[src/include/pbm_pkg.sv]
package pbm_pkg;
    // register byte offsets
    localparam logic [7:0] OFS_OPTIONS = 8'h00;
    localparam logic [7:0] OFS_MODE = 8'h04;
    localparam logic [7:0] OFS_MEAS = 8'h08;
    localparam logic [7:0] OFS_RESULT = 8'h0c;
    localparam logic [7:0] OFS_STATUS = 8'h10;
    localparam logic [7:0] OFS_BAL_DELTA = 8'h14;
    localparam logic [7:0] OFS_EOC_THR = 8'h18;
    localparam logic [7:0] OFS_TEMP_LIM = 8'h1c;
    localparam logic [7:0] OFS_TEMP_REC = 8'h20;
    // option bits
    localparam int OPT_FET_TEMP = 0;
    localparam int OPT_CELL_FAULT_FLAG_PSD = 1;
    localparam int OPT_OW_PSD = 2;
    localparam int OPT_SUPPLY_LOW_LOCKOUT_PD = 3;
    localparam int OPT_OW_SCAN_DIS = 4;
    localparam int OPT_BAL_LSB = 5;
    localparam int OPT_W = 7;
    // measurement control fields
    localparam int MEAS_START = 4;
    localparam int MEAS_BUSY = 5;
    localparam int MEAS_GAIN_LSB = 6;
    localparam int RES_VALID = 15;
    // status bits
    localparam int ST_PSD = 0;
    localparam int ST_BAL_EN = 1;
    localparam int ST_FET_OFF = 2;
    localparam int ST_FORCED = 3;
    localparam int ST_MODE_LSB = 4;
    // reset values
    localparam logic [6:0] RST_OPTIONS = 7'h00;
    localparam logic [13:0] RST_BAL_DELTA = 14'h0010;
    localparam logic [13:0] RST_EOC_THR = 14'h3fff;
    localparam logic [13:0] RST_TEMP_LIM = 14'h0000;
    localparam logic [13:0] RST_TEMP_REC = 14'h0000;
    localparam logic [1:0] RST_GAIN = 2'h0;
    // end-of-charge release band
    localparam int EOC_HYST_MV = 117;
    // balance mode selection
    localparam logic [1:0] BAL_CHARGE = 2'h0;
    localparam logic [1:0] BAL_DISCHARGE = 2'h1;
    localparam logic [1:0] BAL_EOC = 2'h2;
    // forced mode request codes, also the operating state codes
    typedef enum logic [2:0] {
        PBM_NORMAL = 3'h0,
        PBM_IDLE = 3'h1,
        PBM_DOZE = 3'h2,
        PBM_SLEEP = 3'h3,
        PBM_PDOWN = 3'h4
    } pbm_mode_t;
endpackage

[src/hw/pbm_ctrl.sv]
// The implementer's own choices: the register addresses and the AHB-Lite slave port.
`timescale 1ns/1ps
module pbm_ctrl #(
    parameter int NCELL = 8,
    parameter int ADC_LSB_UV = 1000
) (
    // clock and reset
    input wire logic SYS_CLK,
    input wire logic RST,
    input wire logic CE,
    // ahb-lite slave
    input wire logic HSEL,
    input wire logic [31:0] HADDR,
    input wire logic [1:0] HTRANS,
    input wire logic HWRITE,
    input wire logic [2:0] HSIZE,
    input wire logic [31:0] HWDATA,
    input wire logic HREADY,
    output logic HREADYOUT,
    output logic [31:0] HRDATA,
    output logic HRESP,
    // asynchronous status pins
    input wire logic CHG_DET,
    input wire logic DSG_DET,
    input wire logic CELL_FAULT,
    input wire logic OPEN_WIRE,
    input wire logic SUPPLY_LOW,
    // same-clock measurement values
    input wire logic [NCELL*14-1:0] CELL_V,
    input wire logic [13:0] TEMP1_CODE,
    input wire logic [13:0] TEMP2_CODE,
    // converter
    output logic ADC_START,
    output logic [3:0] ADC_CHAN,
    output logic [1:0] ADC_GAIN,
    input wire logic ADC_DONE,
    input wire logic [13:0] ADC_DATA,
    // pack control
    output logic PACK_SHUTDOWN,
    output logic POWER_DOWN,
    output logic POWER_FET_OFF,
    output logic SCAN_EN,
    output logic OW_SCAN_EN,
    output logic [NCELL-1:0] CB_OUT,
    output logic [2:0] OP_MODE
);

    localparam int HYST_CODE = (pbm_pkg::EOC_HYST_MV * 1000) / ADC_LSB_UV;
    localparam logic [13:0] HYST = HYST_CODE[13:0];

    // refuse cell counts the 4-bit channel field cannot reach
    if (NCELL < 1 || NCELL > 16 || ADC_LSB_UV < 1 || HYST_CODE > 16383) begin : g_bad_params
        $error("pbm_ctrl: unsupported parameters");
    end

    typedef struct packed {
        logic [4:0] s1;
        logic [4:0] s2;
        logic [6:0] opt;
        pbm_pkg::pbm_mode_t st;
        logic forced;
        logic [13:0] bal_delta;
        logic [13:0] eoc_thr;
        logic [13:0] t_lim;
        logic [13:0] t_rec;
        logic ot1;
        logic ot2;
        logic eoc_act;
        logic bal_en;
        logic [3:0] chan;
        logic [1:0] gain;
        logic busy;
        logic [13:0] res;
        logic res_vld;
        logic pack_shutdown;
        logic [NCELL-1:0] cb;
        logic fet_off;
        logic ow_en;
        logic adc_start;
        logic pd;
        logic scan;
        logic [31:0] hrdata;
        logic a_wr;
        logic [7:0] a_addr;
    } pbm_state_t;

    localparam pbm_state_t RST_STATE = '{
        s1: 5'h00,
        s2: 5'h00,
        opt: pbm_pkg::RST_OPTIONS,
        st: pbm_pkg::PBM_NORMAL,
        forced: 1'b0,
        bal_delta: pbm_pkg::RST_BAL_DELTA,
        eoc_thr: pbm_pkg::RST_EOC_THR,
        t_lim: pbm_pkg::RST_TEMP_LIM,
        t_rec: pbm_pkg::RST_TEMP_REC,
        ot1: 1'b0,
        ot2: 1'b0,
        eoc_act: 1'b0,
        bal_en: 1'b0,
        chan: 4'h0,
        gain: pbm_pkg::RST_GAIN,
        busy: 1'b0,
        res: 14'h0000,
        res_vld: 1'b0,
        pack_shutdown: 1'b0,
        cb: '0,
        fet_off: 1'b0,
        ow_en: 1'b0,
        adc_start: 1'b0,
        pd: 1'b0,
        scan: 1'b1,
        hrdata: 32'h0000_0000,
        a_wr: 1'b0,
        a_addr: 8'h00
    };

    pbm_state_t s_q;
    pbm_state_t s_d;

    function automatic logic [13:0] cell_at(input logic [NCELL*14-1:0] v, input int i);
        cell_at = v[i*14 +: 14];
    endfunction

    // true when any cell is strictly above thr, or at/above when ge is set
    function automatic logic any_above(input logic [NCELL*14-1:0] v,
                                       input logic [13:0] thr, input logic ge);
        logic r;
        r = 1'b0;
        for (int i = 0; i < NCELL; i++) begin
            if (cell_at(v, i) > thr || (ge && cell_at(v, i) == thr)) begin
                r = 1'b1;
            end
        end
        any_above = r;
    endfunction

    function automatic logic [13:0] lowest(input logic [NCELL*14-1:0] v);
        logic [13:0] m;
        m = cell_at(v, 0);
        for (int i = 1; i < NCELL; i++) begin
            if (cell_at(v, i) < m) begin
                m = cell_at(v, i);
            end
        end
        lowest = m;
    endfunction

    function automatic logic [31:0] read_mux(input pbm_state_t s, input logic [7:0] a);
        logic [31:0] r;
        r = 32'h0000_0000;
        unique case (a)
            pbm_pkg::OFS_OPTIONS: r[6:0] = s.opt;
            pbm_pkg::OFS_MODE: r[2:0] = s.st;
            pbm_pkg::OFS_MEAS: r[7:0] = {s.gain, s.busy, 1'b0, s.chan};
            pbm_pkg::OFS_RESULT: r[15:0] = {s.res_vld, 1'b0, s.res};
            pbm_pkg::OFS_STATUS: r[6:0] = {s.st, s.forced, s.fet_off, s.bal_en, s.pack_shutdown};
            pbm_pkg::OFS_BAL_DELTA: r[13:0] = s.bal_delta;
            pbm_pkg::OFS_EOC_THR: r[13:0] = s.eoc_thr;
            pbm_pkg::OFS_TEMP_LIM: r[13:0] = s.t_lim;
            pbm_pkg::OFS_TEMP_REC: r[13:0] = s.t_rec;
            default: r = 32'h0000_0000;
        endcase
        read_mux = r;
    endfunction

    logic chg;
    logic dsg;
    logic cell_fault_flag;
    logic ow;
    logic supply_low_lockout;
    logic [13:0] vmin;
    logic [14:0] bal_thr;
    logic [13:0] eoc_rel;
    logic wr;
    logic [31:0] wd;
    logic cond_ok;
    logic cur_ok;
    logic [1:0] bmode;

    assign chg = s_q.s2[0];
    assign dsg = s_q.s2[1];
    assign cell_fault_flag = s_q.s2[2];
    assign ow = s_q.s2[3];
    assign supply_low_lockout = s_q.s2[4];
    assign vmin = lowest(CELL_V);
    assign bal_thr = {1'b0, vmin} + {1'b0, s_q.bal_delta};
    assign eoc_rel = (s_q.eoc_thr > HYST) ? s_q.eoc_thr - HYST : 14'h0000;
    assign wr = s_q.a_wr;
    assign wd = HWDATA;
    assign bmode = s_q.opt[pbm_pkg::OPT_BAL_LSB +: 2];

    always_comb begin
        s_d = s_q;
        // pins cross through two flops before use
        s_d.s1 = {SUPPLY_LOW, OPEN_WIRE, CELL_FAULT, DSG_DET, CHG_DET};
        s_d.s2 = s_q.s1;
        s_d.adc_start = 1'b0;

        // address phase capture; zero wait states, reads prepared here
        s_d.a_wr = 1'b0;
        if (HSEL && HREADY && HTRANS[1]) begin
            s_d.a_wr = HWRITE;
            s_d.a_addr = HADDR[7:0];
            s_d.hrdata = HWRITE ? 32'h0000_0000 : read_mux(s_q, HADDR[7:0]);
        end

        // temperature codes fall as temperature rises; recovery needs a higher code
        // temp1 and temp2 converted compares
        if (TEMP1_CODE < s_q.t_lim) begin
            s_d.ot1 = 1'b1;
        end else if (TEMP1_CODE > s_q.t_rec) begin
            s_d.ot1 = 1'b0;
        end
        if (TEMP2_CODE < s_q.t_lim) begin
            s_d.ot2 = 1'b1;
        end else if (TEMP2_CODE > s_q.t_rec) begin
            s_d.ot2 = 1'b0;
        end
        s_d.fet_off = s_q.ot1 || s_q.ot2;

        cond_ok = !cell_fault_flag && !s_q.ot1 && !(s_q.ot2 && !s_q.opt[pbm_pkg::OPT_FET_TEMP]);

        if (any_above(CELL_V, s_q.eoc_thr, 1'b1)) begin
            s_d.eoc_act = 1'b1;
        end else if (!any_above(CELL_V, eoc_rel, 1'b0)) begin
            s_d.eoc_act = 1'b0;
        end

        unique case (bmode)
            pbm_pkg::BAL_CHARGE: cur_ok = chg && !dsg;
            pbm_pkg::BAL_DISCHARGE: cur_ok = dsg && !chg;
            pbm_pkg::BAL_EOC: cur_ok = s_q.eoc_act;
            default: cur_ok = 1'b0;
        endcase
        s_d.bal_en = cur_ok && cond_ok;

        for (int i = 0; i < NCELL; i++) begin
            s_d.cb[i] = s_q.bal_en && ({1'b0, cell_at(CELL_V, i)} > bal_thr);
        end

        if (cell_fault_flag && s_q.opt[pbm_pkg::OPT_CELL_FAULT_FLAG_PSD]) begin
            s_d.pack_shutdown = 1'b1;
        end
        if (ow && s_q.opt[pbm_pkg::OPT_OW_PSD]) begin
            s_d.pack_shutdown = 1'b1;
        end

        s_d.ow_en = cell_fault_flag && !s_q.opt[pbm_pkg::OPT_OW_SCAN_DIS];

        if (s_q.busy && ADC_DONE) begin
            s_d.busy = 1'b0;
            s_d.res = ADC_DATA;
            s_d.res_vld = 1'b1;
        end

        // register writes in the data phase
        if (wr) begin
            unique case (s_q.a_addr)
                pbm_pkg::OFS_OPTIONS: s_d.opt = wd[6:0];
                pbm_pkg::OFS_MODE: begin
                    if (s_q.st != pbm_pkg::PBM_PDOWN) begin
                        unique case (wd[2:0])
                            3'h1: s_d.st = pbm_pkg::PBM_IDLE;
                            3'h2: s_d.st = pbm_pkg::PBM_DOZE;
                            3'h3: s_d.st = pbm_pkg::PBM_SLEEP;
                            3'h4: s_d.st = pbm_pkg::PBM_PDOWN;
                            default: s_d.st = s_q.st;
                        endcase
                        s_d.forced = (wd[2:0] >= 3'h1) && (wd[2:0] <= 3'h4);
                    end
                end
                pbm_pkg::OFS_MEAS: begin
                    // start launches conversion with latched gain
                    if (wd[pbm_pkg::MEAS_START] && !s_q.busy) begin
                        s_d.chan = wd[3:0];
                        s_d.gain = wd[pbm_pkg::MEAS_GAIN_LSB +: 2];
                        s_d.busy = 1'b1;
                        s_d.res_vld = 1'b0;
                        s_d.adc_start = 1'b1;
                    end else if (!s_q.busy) begin
                        // selection only; a start while busy is dropped, host polls busy
                        s_d.chan = wd[3:0];
                        s_d.gain = wd[pbm_pkg::MEAS_GAIN_LSB +: 2];
                    end
                end
                pbm_pkg::OFS_STATUS: begin
                    // set beats a same-cycle clear
                    // write one clears; a live fault sets it again
                    if (wd[pbm_pkg::ST_PSD] && !(cell_fault_flag && s_q.opt[pbm_pkg::OPT_CELL_FAULT_FLAG_PSD])
                        && !(ow && s_q.opt[pbm_pkg::OPT_OW_PSD])) begin
                        s_d.pack_shutdown = 1'b0;
                    end
                end
                pbm_pkg::OFS_BAL_DELTA: s_d.bal_delta = wd[13:0];
                pbm_pkg::OFS_EOC_THR: s_d.eoc_thr = wd[13:0];
                pbm_pkg::OFS_TEMP_LIM: s_d.t_lim = wd[13:0];
                pbm_pkg::OFS_TEMP_REC: s_d.t_rec = wd[13:0];
                default: s_d.opt = s_q.opt;
            endcase
        end

        if ((chg || dsg) && s_q.st != pbm_pkg::PBM_PDOWN) begin
            s_d.st = pbm_pkg::PBM_NORMAL;
            s_d.forced = 1'b0;
        end
        if (supply_low_lockout && s_q.opt[pbm_pkg::OPT_SUPPLY_LOW_LOCKOUT_PD]) begin
            s_d.st = pbm_pkg::PBM_PDOWN;
        end
        // decoded ahead of the flop so the mode pins come straight from registers
        s_d.pd = (s_d.st == pbm_pkg::PBM_PDOWN);
        s_d.scan = (s_d.st == pbm_pkg::PBM_NORMAL);
    end

    always_ff @(posedge SYS_CLK or posedge RST) begin
        if (RST) begin
            s_q <= RST_STATE;
        end else if (CE) begin
            s_q <= s_d;
        end
    end

    assign HREADYOUT = 1'b1;
    assign HRESP = 1'b0;
    assign HRDATA = s_q.hrdata;
    assign ADC_START = s_q.adc_start;
    assign ADC_CHAN = s_q.chan;
    assign ADC_GAIN = s_q.gain;
    assign PACK_SHUTDOWN = s_q.pack_shutdown;
    assign POWER_DOWN = s_q.pd;
    assign POWER_FET_OFF = s_q.fet_off;
    assign SCAN_EN = s_q.scan;
    assign OW_SCAN_EN = s_q.ow_en;
    assign CB_OUT = s_q.cb;
    assign OP_MODE = s_q.st;

endmodule // pbm_ctrl

[config.mk]
export PLATFORM = sky130hd
export DESIGN_NAME = pbm_ctrl
export DESIGN_NICKNAME = d
export VERILOG_FILES = /design/src/include/pbm_pkg.sv /design/src/hw/pbm_ctrl.sv
export SDC_FILE = /design/constraint.sdc
export NUM_CORES = 1
export LEC_CHECK = 0
export ABC_AREA = 1
export BUFFER_PORTS_ARGS = -buffer_cell sky130_fd_sc_hd__buf_2
export CORE_AREA = 2 2 202 204
export DETAILED_ROUTE_END_ITERATION = 8
export DIE_AREA = 0 0 204 206
export MAX_ROUTING_LAYER = met4
export PLACE_DENSITY = 0.78
export SYNTH_ARGS = -nofsm -noshare
export SYNTH_HDL_FRONTEND = slang
export SYNTH_SLANG_ARGS = --single-unit
export TNS_END_PERCENT = 5
[constraint.sdc]
create_clock -name SYS_CLK -period 5.1 [get_ports SYS_CLK]
set_input_delay 1.02 -clock SYS_CLK [delete_from_list [all_inputs] [get_ports SYS_CLK]]
set_output_delay 1.02 -clock SYS_CLK [all_outputs]
set_load 0.02 [all_outputs]
==> results of run 1 <==
-- layout make-up --
cell class	count	area, um^2	area share [%]
repair buffers	682	4760	17.8
multi-input cells	2188	15900	59.4
repair inverters	2	15.0	0.0561
flip-flops and latches	141	3550	13.3
clock inverters	15	169	0.632
inverters	338	1280	4.80
clock buffers	17	425	1.59
well taps	532	666	2.49
diodes	2	5.00	0.0187
-- synthesized netlist by cell type (10+ instances only) --
cell type,n
sky130_fd_sc_hd__mux2_2,10
sky130_fd_sc_hd__a2111oi_0,10
sky130_fd_sc_hd__nand4_1,55
sky130_fd_sc_hd__o21ai_0,246
sky130_fd_sc_hd__inv_1,329
sky130_fd_sc_hd__dfstp_2,16
sky130_fd_sc_hd__nand2_2,54
sky130_fd_sc_hd__nor2_1,146
sky130_fd_sc_hd__dfrtp_1,125
sky130_fd_sc_hd__a211oi_1,14
sky130_fd_sc_hd__buf_4,53
sky130_fd_sc_hd__o211ai_1,15
sky130_fd_sc_hd__nor4_1,14
sky130_fd_sc_hd__nand3b_1,11
sky130_fd_sc_hd__nand2_1,579
sky130_fd_sc_hd__ha_1,441
sky130_fd_sc_hd__or2_2,16
sky130_fd_sc_hd__o22ai_1,17
sky130_fd_sc_hd__a221oi_1,22
sky130_fd_sc_hd__nand3_1,148
sky130_fd_sc_hd__a21oi_1,169
sky130_fd_sc_hd__nand3_2,12
sky130_fd_sc_hd__nand2_4,10
sky130_fd_sc_hd__clkbuf_1,32
sky130_fd_sc_hd__nor3_1,42
sky130_fd_sc_hd__o21bai_1,10
-- timing repair --
item / in CTS / in global routing
pin swaps: 92 / 109
gates cloned: 10 / 3
endpoints found under the setup margin: 8 / 9
setup buffers: 35 / 20
resized for setup: 158 / 144
hold buffers: 0 / 0
-- registers in the layout, summed over array words and instances (netlist names), 2 cells and up --
signal,cells
s_q,91
bmode,2
ADC_GAIN,2
CB_OUT,8
ADC_CHAN,4
s_d,5
HRDATA,15
OP_MODE,3
-- metal layers --
metal  share of wire [%]  track usage [%]  vias up  routed length [um]
met4                 6.4             23.4        0                5650
met3                 8.5             6.10      378                7560
li1                    -                -    10766                   -
met2                  46             68.2     1310               40600
met5                   0                -        -                   0
met1                  39             50.5    11030               34900
-- cell families after synthesis --
logic type	Yosys count	share of synthesized area, %
muxes	10	0.570
xor gates and xnor gates	10	0.443
adders and majority gates	442	28.0
buffers and inverters	436	9.67
AOI/OAI and AO/OA	587	17.7
and+or+nand+nor	1110	25.6
DFF	141	18.0
other	2	0.0380
-- layout by cell type (no fill, tap or decap), drive strengths merged, types with 10 or more instances in the layout --
| cell type | n |
|---|---|
| a211oi | 14 |
| o21bai | 10 |
| conb | 19 |
| nand3 | 161 |
| or2 | 16 |
| a21oi | 175 |
| nand4 | 55 |
| nor2 | 156 |
| dfstp | 16 |
| nor4 | 14 |
| clkbuf | 17 |
| o211ai | 15 |
| buf | 682 |
| nor3 | 44 |
| ha | 441 |
| o21ai | 248 |
| a221oi | 22 |
| dfrtp | 125 |
| nand3b | 11 |
| inv | 346 |
| nand2 | 654 |
| a2111oi | 10 |
| mux2 | 10 |
| o22ai | 17 |
-- through the flow --
| step | TNS [ns] | setup slack (ns) |
|---|---|---|
| final | -60.14 | -7.61 |
| after global routing | -65.76 | -8.28 |
| after CTS | -57.44 | -7.26 |
| after detailed placement | -69.45 | -8.77 |
| after global placement | -66.05 | -8.35 |
| after floorplan | -64.92 | -8.22 |
-- worst max-delay path: cells and delay by family --
kind,cells,cell delay (ns)
simple gates,42,4.87
compound gates,19,2.96
fa+ha+maj,8,2.09
buf+inv,19,2.05
-- final timing paths --
path | depth (start not counted) | slack (ns) | startpoint | endpoint
setup / recovery | 88 | -7.61 | CELL_V[8] | CB_OUT[0]
hold / removal | 2 | 0.49 | SCAN_EN | SCAN_EN
setup reg to reg | 22 | 0.28 | s_q[109] | s_q[78]
hold reg to reg | 2 | 0.49 | SCAN_EN | SCAN_EN
max in group asynchronous | 3 | 3.42 | RST | s_q[135]
min in group asynchronous | 2 | 0.61 | RST | HRDATA[2]
-- report_power, final --
part	internal, W	switching (W)	leakage [nW]
logic	0.00414	0.00524	11.4
registers	0.00119	0.0000645	1.84
clock network	0.000658	0.000609	0.284
==> impl_metrics.prom, run 1 <==
# TYPE chip_impl_metric gauge
chip_impl_info{name="result_of_the_run",value="finished, violations left"} 1
chip_impl_info{name="violations",value="negative setup slack"} 1
chip_impl_info{name="setup.worst_path.end_class",value="register"} 1
chip_impl_metric{name="vias",unit=""} 23484
chip_impl_metric{name="core_area",unit="mm^2"} 0.0402
chip_impl_info{name="path_class",value="in -> reg"} 1
chip_impl_info{name="cts_root_buffer",value="sky130_fd_sc_hd__clkbuf_16"} 1
chip_impl_info{name="critical-path-slowest-cell",value="sky130_fd_sc_hd__or4_1"} 1
chip_impl_metric{name="postSynthRegisterBits",unit=""} 141
chip_impl_metric{name="timing.final.hold_violations",unit=""} 0
chip_impl_metric{name="setup_viol_count_final",unit=""} 8
chip_impl_metric{name="clock_latency",unit="ns"} 0.44
chip_impl_metric{name="drt-vias-per-instance",unit=""} 6.00
chip_impl_metric{name="postSynthCellCount",unit=""} 2738
chip_impl_metric{name="clkSinkCount",unit=""} 141
chip_impl_metric{name="critical_path.max_stage_delay",unit="ns"} 0.53
chip_impl_metric{name="power",unit="W"} 0.0119
chip_impl_metric{name="postSynthAreaPerCell",unit="um^2"} 7.21
chip_impl_metric{name="wl_per_cell",unit="um"} 22.7
chip_impl_metric{name="finClkSkew",unit="ns"} 0.0164
chip_impl_info{name="netlist.top_cell.by_area",value="sky130_fd_sc_hd__ha_1"} 1
chip_impl_metric{name="global_route.usage.total",unit="%"} 42.1
chip_impl_metric{name="synth_top_area_share",unit="%"} 27.9
chip_impl_metric{name="grt_pass1_wl",unit="mm"} 130
chip_impl_metric{name="period_minus_slack",unit="ns"} 12.71
chip_impl_metric{name="syn_to_final_growth",unit="%"} 35.4
chip_impl_metric{name="ir_drop",unit="mV"} 0.284
chip_impl_metric{name="port_buffers",unit=""} 226
chip_impl_metric{name="layout.core_utilization",unit="%"} 66.5
chip_impl_metric{name="ctsLongestPathBuffers",unit=""} 2
chip_impl_metric{name="post_route_cells_drive_above_1_share",unit="%"} 31.9
chip_impl_metric{name="grt_overflow",unit=""} 0
chip_impl_metric{name="floorplan.die_area",unit="mm^2"} 0.0420
chip_impl_metric{name="initial_utilization",unit="%"} 49.2
chip_impl_metric{name="critical_path_required",unit="ns"} 5.43
chip_impl_metric{name="finalHoldWorstSlack",unit="ns"} 0.485
chip_impl_metric{name="grt_pass1_vias",unit=""} 22772
chip_impl_metric{name="synth.distinct_cells",unit=""} 68
chip_impl_metric{name="fillerInstances",unit=""} 3417
chip_impl_metric{name="number_of_enable_flip_flop_cells_after_synthesis",unit=""} 0
chip_impl_metric{name="worst-slew-pin-transition",unit="ns"} 1.15
chip_impl_metric{name="clkSlewWorstSetupHoldPaths",unit="ns"} 0.07
chip_impl_metric{name="post-route-drc-count",unit=""} 0
chip_impl_metric{name="cts_inserted_buffers",unit=""} 17
chip_impl_info{name="timing.critical_path.from_type",value="input port"} 1
chip_impl_metric{name="top_level_ports",unit=""} 292
chip_impl_metric{name="x_dimension_of_the_die",unit="um"} 204
chip_impl_metric{name="clock_tree.htree_level_count",unit=""} 4
chip_impl_metric{name="row_count",unit=""} 74
chip_impl_info{name="holdCritPathClass",value="reg -> reg"} 1
chip_impl_metric{name="finalWirelength",unit="mm"} 88.8
chip_impl_metric{name="detail_route.first_pass.iterations",unit=""} 6
chip_impl_metric{name="antenna_violating_nets_post_route",unit=""} 0
chip_impl_info{name="grt_setup_unrepaired",value="true"} 1
chip_impl_metric{name="fin_cells",unit=""} 3917
chip_impl_metric{name="ys_warn_count",unit=""} 0
chip_impl_metric{name="die_h",unit="um"} 206
chip_impl_metric{name="dp.cells",unit=""} 3815
chip_impl_info{name="post_synth_main_area_contributors",value="sky130_fd_sc_hd__ha_1 28%, sky130_fd_sc_hd__dfrtp_1 16%, sky130_fd_sc_hd__nand2_1 11%"} 1
chip_impl_metric{name="final-max-slew-violation-count",unit=""} 0
chip_impl_metric{name="synth_area",unit="mm^2"} 0.0198
chip_impl_metric{name="estimated_wirelength_of_the_detail_placed_design",unit="mm"} 68.9
chip_impl_info{name="cts_tree",value="yes"} 1
chip_impl_metric{name="drt-initial-drc-count",unit=""} 2402
chip_impl_metric{name="critPathMaxFanout",unit=""} 6
chip_impl_metric{name="max_slew_margin",unit="%"} 23.3
chip_impl_metric{name="final_cell_area",unit="mm^2"} 0.0267
chip_impl_metric{name="p_per_area",unit="mW/mm^2"} 445
chip_impl_metric{name="placer_congestion",unit=""} 1.04
chip_impl_metric{name="final.setup.worst_slack",unit="ns"} -7.61
chip_impl_info{name="timing.critical_path.mode_cell",value="sky130_fd_sc_hd__nand2_2"} 1
chip_impl_metric{name="maxCapViolCount",unit=""} 0
chip_impl_metric{name="ys_async_sr_fraction",unit="%"} 100
chip_impl_metric{name="grt_start_max_net_pins",unit=""} 54
chip_impl_metric{name="ys_seq_area_share",unit="%"} 18.0
chip_impl_metric{name="fin_nets",unit=""} 4047
chip_impl_metric{name="power.leakage",unit="nW"} 13.5
chip_impl_metric{name="dpl_cell_area",unit="mm^2"} 0.0242
chip_impl_info{name="ys.flop_type",value="sky130_fd_sc_hd__dfrtp_1"} 1
chip_impl_metric{name="final_period_util",unit="%"} 249
chip_impl_metric{name="worstPathArrival",unit="ns"} 13.04
chip_impl_metric{name="grt_antenna_before_repair",unit=""} 2
chip_impl_metric{name="max_freq",unit="MHz"} 78.7
Note: power is estimated with default switching activity, not from simulation.
==> run 2: changes to the inputs <==
--- a/config.mk
+++ b/config.mk
@@ -10,8 +10,10 @@
 export CORE_AREA = 2 2 202 204
 export DETAILED_ROUTE_END_ITERATION = 8
 export DIE_AREA = 0 0 204 206
+export GPL_TIMING_DRIVEN = 0
 export MAX_ROUTING_LAYER = met4
 export PLACE_DENSITY = 0.78
+export SKIP_LAST_GASP = 1
 export SYNTH_ARGS = -nofsm -noshare
 export SYNTH_HDL_FRONTEND = slang
 export SYNTH_SLANG_ARGS = --single-unit
==> run 2 against run 1 <==
Compared with the run above: the run still ends with negative setup slack left; worst hold slack worse by 0.0077 ns; setup slack worse by 0.82 ns; first-iteration DRC count up 3.5%; register-to-register slack worse by 0.98 ns; count of clock-buffer cells in the layout unchanged; clock power about the same; sequential power about the same; sequential share of layout area up 1.0 points; critical path type unchanged; largest cell class unchanged.
==> impl_metrics.prom, run 2 (synthesis results as in run 1) <==
# TYPE chip_impl_metric gauge
chip_impl_metric{name="detail_route.first_pass.iterations",unit=""} 7
chip_impl_metric{name="drt-initial-drc-count",unit=""} 2485
chip_impl_metric{name="final_cell_area",unit="mm^2"} 0.0249
chip_impl_metric{name="setup_viol_count_final",unit=""} 9
chip_impl_metric{name="placer_congestion",unit=""} 1.00
chip_impl_metric{name="top_level_ports",unit=""} 292
chip_impl_info{name="cts_root_buffer",value="sky130_fd_sc_hd__clkbuf_16"} 1
chip_impl_metric{name="post_route_cells_drive_above_1_share",unit="%"} 25.8
chip_impl_metric{name="worstRegToRegCells",unit=""} 21
chip_impl_metric{name="timing.setup.tns",unit="ns"} -67.53
chip_impl_metric{name="grt_start_max_net_pins",unit=""} 86
chip_impl_metric{name="power",unit="W"} 0.0109
chip_impl_metric{name="post-route-drc-count",unit=""} 0
chip_impl_metric{name="grt_pass1_wl",unit="mm"} 120
chip_impl_metric{name="wl_per_cell",unit="um"} 22.3
chip_impl_metric{name="row_count",unit=""} 74
chip_impl_metric{name="global_route.usage.total",unit="%"} 38.5
chip_impl_metric{name="ctsLongestPathBuffers",unit=""} 2
chip_impl_metric{name="max_slew_margin",unit="%"} 16.9
chip_impl_metric{name="fin_cells",unit=""} 3664
chip_impl_metric{name="x_dimension_of_the_die",unit="um"} 204
chip_impl_metric{name="critPathMaxFanout",unit=""} 10
chip_impl_info{name="min_delay_worst_endpoint",value="s_d[151]"} 1
chip_impl_info{name="regMostFlops",value="s_q"} 1
chip_impl_metric{name="dpl_cell_area",unit="mm^2"} 0.0219
chip_impl_metric{name="port_buffers",unit=""} 226
chip_impl_metric{name="finalWirelength",unit="mm"} 81.7
chip_impl_info{name="most-common-layout-cells",value="546 x sky130_fd_sc_hd__nand2_1, 399 x sky130_fd_sc_hd__ha_1, 309 x sky130_fd_sc_hd__inv_1"} 1
chip_impl_metric{name="critical_path.max_stage_delay",unit="ns"} 0.41
chip_impl_metric{name="core_area",unit="mm^2"} 0.0402
chip_impl_metric{name="hold_buffers",unit=""} 0
chip_impl_metric{name="p_per_area",unit="mW/mm^2"} 437
chip_impl_metric{name="ir_drop",unit="mV"} 0.320
chip_impl_metric{name="final-max-slew-violation-count",unit=""} 0
chip_impl_info{name="timing.critical_path.mode_cell",value="sky130_fd_sc_hd__nand2_1"} 1
chip_impl_metric{name="maxCapViolCount",unit=""} 0
chip_impl_metric{name="clkSinkCount",unit=""} 141
chip_impl_metric{name="layout.core_utilization",unit="%"} 61.9
chip_impl_metric{name="cts_inserted_buffers",unit=""} 17
chip_impl_metric{name="clock_tree.htree_level_count",unit=""} 4
chip_impl_metric{name="worstPathArrival",unit="ns"} 13.84
chip_impl_metric{name="drt-vias-per-instance",unit=""} 6.14
chip_impl_info{name="startpoint_of_the_lowest_slack_register_to_register_path",value="s_q[109]"} 1
chip_impl_metric{name="power.leakage",unit="nW"} 12.3
chip_impl_metric{name="max_freq",unit="MHz"} 73.9
chip_impl_info{name="worst_hold_startpoint",value="s_d[151]"} 1
chip_impl_metric{name="period_minus_slack",unit="ns"} 13.53
chip_impl_metric{name="final.setup.worst_slack",unit="ns"} -8.43
chip_impl_info{name="timing.critical_path.from_type",value="input port"} 1
chip_impl_info{name="setup.worst_path.end_class",value="register"} 1
chip_impl_info{name="violations",value="negative setup slack"} 1
chip_impl_metric{name="timing.final.hold_violations",unit=""} 0
chip_impl_info{name="mostFrequentLayoutCell",value="sky130_fd_sc_hd__nand2_1"} 1
chip_impl_info{name="cts_tree",value="yes"} 1
chip_impl_metric{name="finClkSkew",unit="ns"} 0.0177
chip_impl_metric{name="die_h",unit="um"} 206
chip_impl_metric{name="critical_path_required",unit="ns"} 5.42
chip_impl_metric{name="estimated_wirelength_of_the_detail_placed_design",unit="mm"} 61.7
chip_impl_metric{name="syn_to_final_growth",unit="%"} 25.9
chip_impl_metric{name="fin_nets",unit=""} 3794
chip_impl_metric{name="dp.cells",unit=""} 3518
chip_impl_info{name="critical-path-slowest-cell",value="sky130_fd_sc_hd__fa_2"} 1
chip_impl_metric{name="grt_antenna_before_repair",unit=""} 2
chip_impl_metric{name="clock_latency",unit="ns"} 0.44
chip_impl_metric{name="vias",unit=""} 22497
chip_impl_metric{name="grt_overflow",unit=""} 0
chip_impl_metric{name="worst-slew-pin-transition",unit="ns"} 1.22
chip_impl_info{name="crit-reg2reg-capture",value="s_q[78]"} 1
chip_impl_metric{name="clkSlewWorstSetupHoldPaths",unit="ns"} 0.08
chip_impl_metric{name="regToRegSetupSlack",unit="ns"} -0.70
chip_impl_metric{name="max_reg_flops",unit=""} 91
chip_impl_metric{name="cell_count_of_the_worst_hold_path",unit=""} 2
chip_impl_metric{name="grt_pass1_vias",unit=""} 20888
chip_impl_info{name="path_class",value="in -> reg"} 1
chip_impl_info{name="result_of_the_run",value="finished, violations left"} 1
chip_impl_metric{name="antenna_violating_nets_post_route",unit=""} 0
chip_impl_info{name="holdCritPathClass",value="reg -> reg"} 1
chip_impl_metric{name="floorplan.die_area",unit="mm^2"} 0.0420
chip_impl_metric{name="initial_utilization",unit="%"} 49.2
chip_impl_info{name="grt_setup_unrepaired",value="true"} 1
chip_impl_metric{name="final_period_util",unit="%"} 265
## run 2: cell count changes in the layout (fill, tap and decap cells not counted), moves of 6 or more
cell / previous run / this run
sky130_fd_sc_hd__buf_12: 11 / 5
sky130_fd_sc_hd__clkbuf_1: 0 / 25
sky130_fd_sc_hd__nand2_8: 10 / 1
sky130_fd_sc_hd__buf_2: 226 / 205
sky130_fd_sc_hd__buf_4: 430 / 158
sky130_fd_sc_hd__nand2_1: 534 / 546
sky130_fd_sc_hd__buf_6: 13 / 30
sky130_fd_sc_hd__inv_1: 317 / 309
sky130_fd_sc_hd__nand2_4: 21 / 13
## run 2: timing repair
action	in CTS	in global routing
gates cloned	5	3
pin swaps	74	105
buffers inserted	70	34
endpoints found under the setup margin	9	9
resized for setup	167	176
## run 2: final cells by class
type                    instances  area [um^2]
flip-flops and latches        141         3550
clock inverters                15          170
fillers                      3541        15300
diodes                          2         5.00
inverters                     338         1290
multi-input cells            2178        15700
plain buffers                  98          752
clock buffers                  17          425
well taps                     532          666
repair buffers                343         2270
## run 2: how the worst max path moves through the flow
stage	start	to	cells past startpoint
global placement	CELL_V[12]	CB_OUT[6]	92
CTS	CELL_V[4]	CB_OUT[4]	99
detailed placement	CELL_V[8]	CB_OUT[3]	93
global route	CELL_V[13]	CB_OUT[2]	95
floorplan	CELL_V[12]	CB_OUT[7]	97
finish	CELL_V[9]	CB_OUT[2]	93
## run 2: worst max-delay path, delay by kind of cell
family	cells	cell delay, ns
buffers and inverters	21	2.60
AO/OA/AOI/OAI	21	3.48
AND/OR/NAND/NOR	42	4.26
adder cells (fa/ha/maj)	9	2.48
## run 2: report_power, final
| part | switching (W) | internal [W] | total, W |
|---|---|---|---|
| combinational | 0.00504 | 0.00327 | 0.00831 |
| sequential | 0.0000633 | 0.00119 | 0.00125 |
| clock | 0.000601 | 0.000699 | 0.00130 |
| total | 0.00570 | 0.00515 | 0.0109 |
## run 2: stage by stage
step | setup slack, ns | hold slack (ns)
floorplan | -8.22 | 0.442
global placement | -11.48 | 0.459
detailed placement | -11.71 | 0.463
CTS | -8.29 | 0.482
global route | -9.08 | 0.507
finish | -8.43 | 0.477
## run 2: layer usage
| layer | vias to the layer above | GRT usage [%] | share of wire [%] |
|---|---|---|---|
| met5 | - | - | 0 |
| met4 | 0 | 18.7 | 5.8 |
| met3 | 316 | 4.48 | 9.3 |
| met2 | 1359 | 61.7 | 45 |
| met1 | 10562 | 48.5 | 40 |
| li1 | 10260 | - | - |
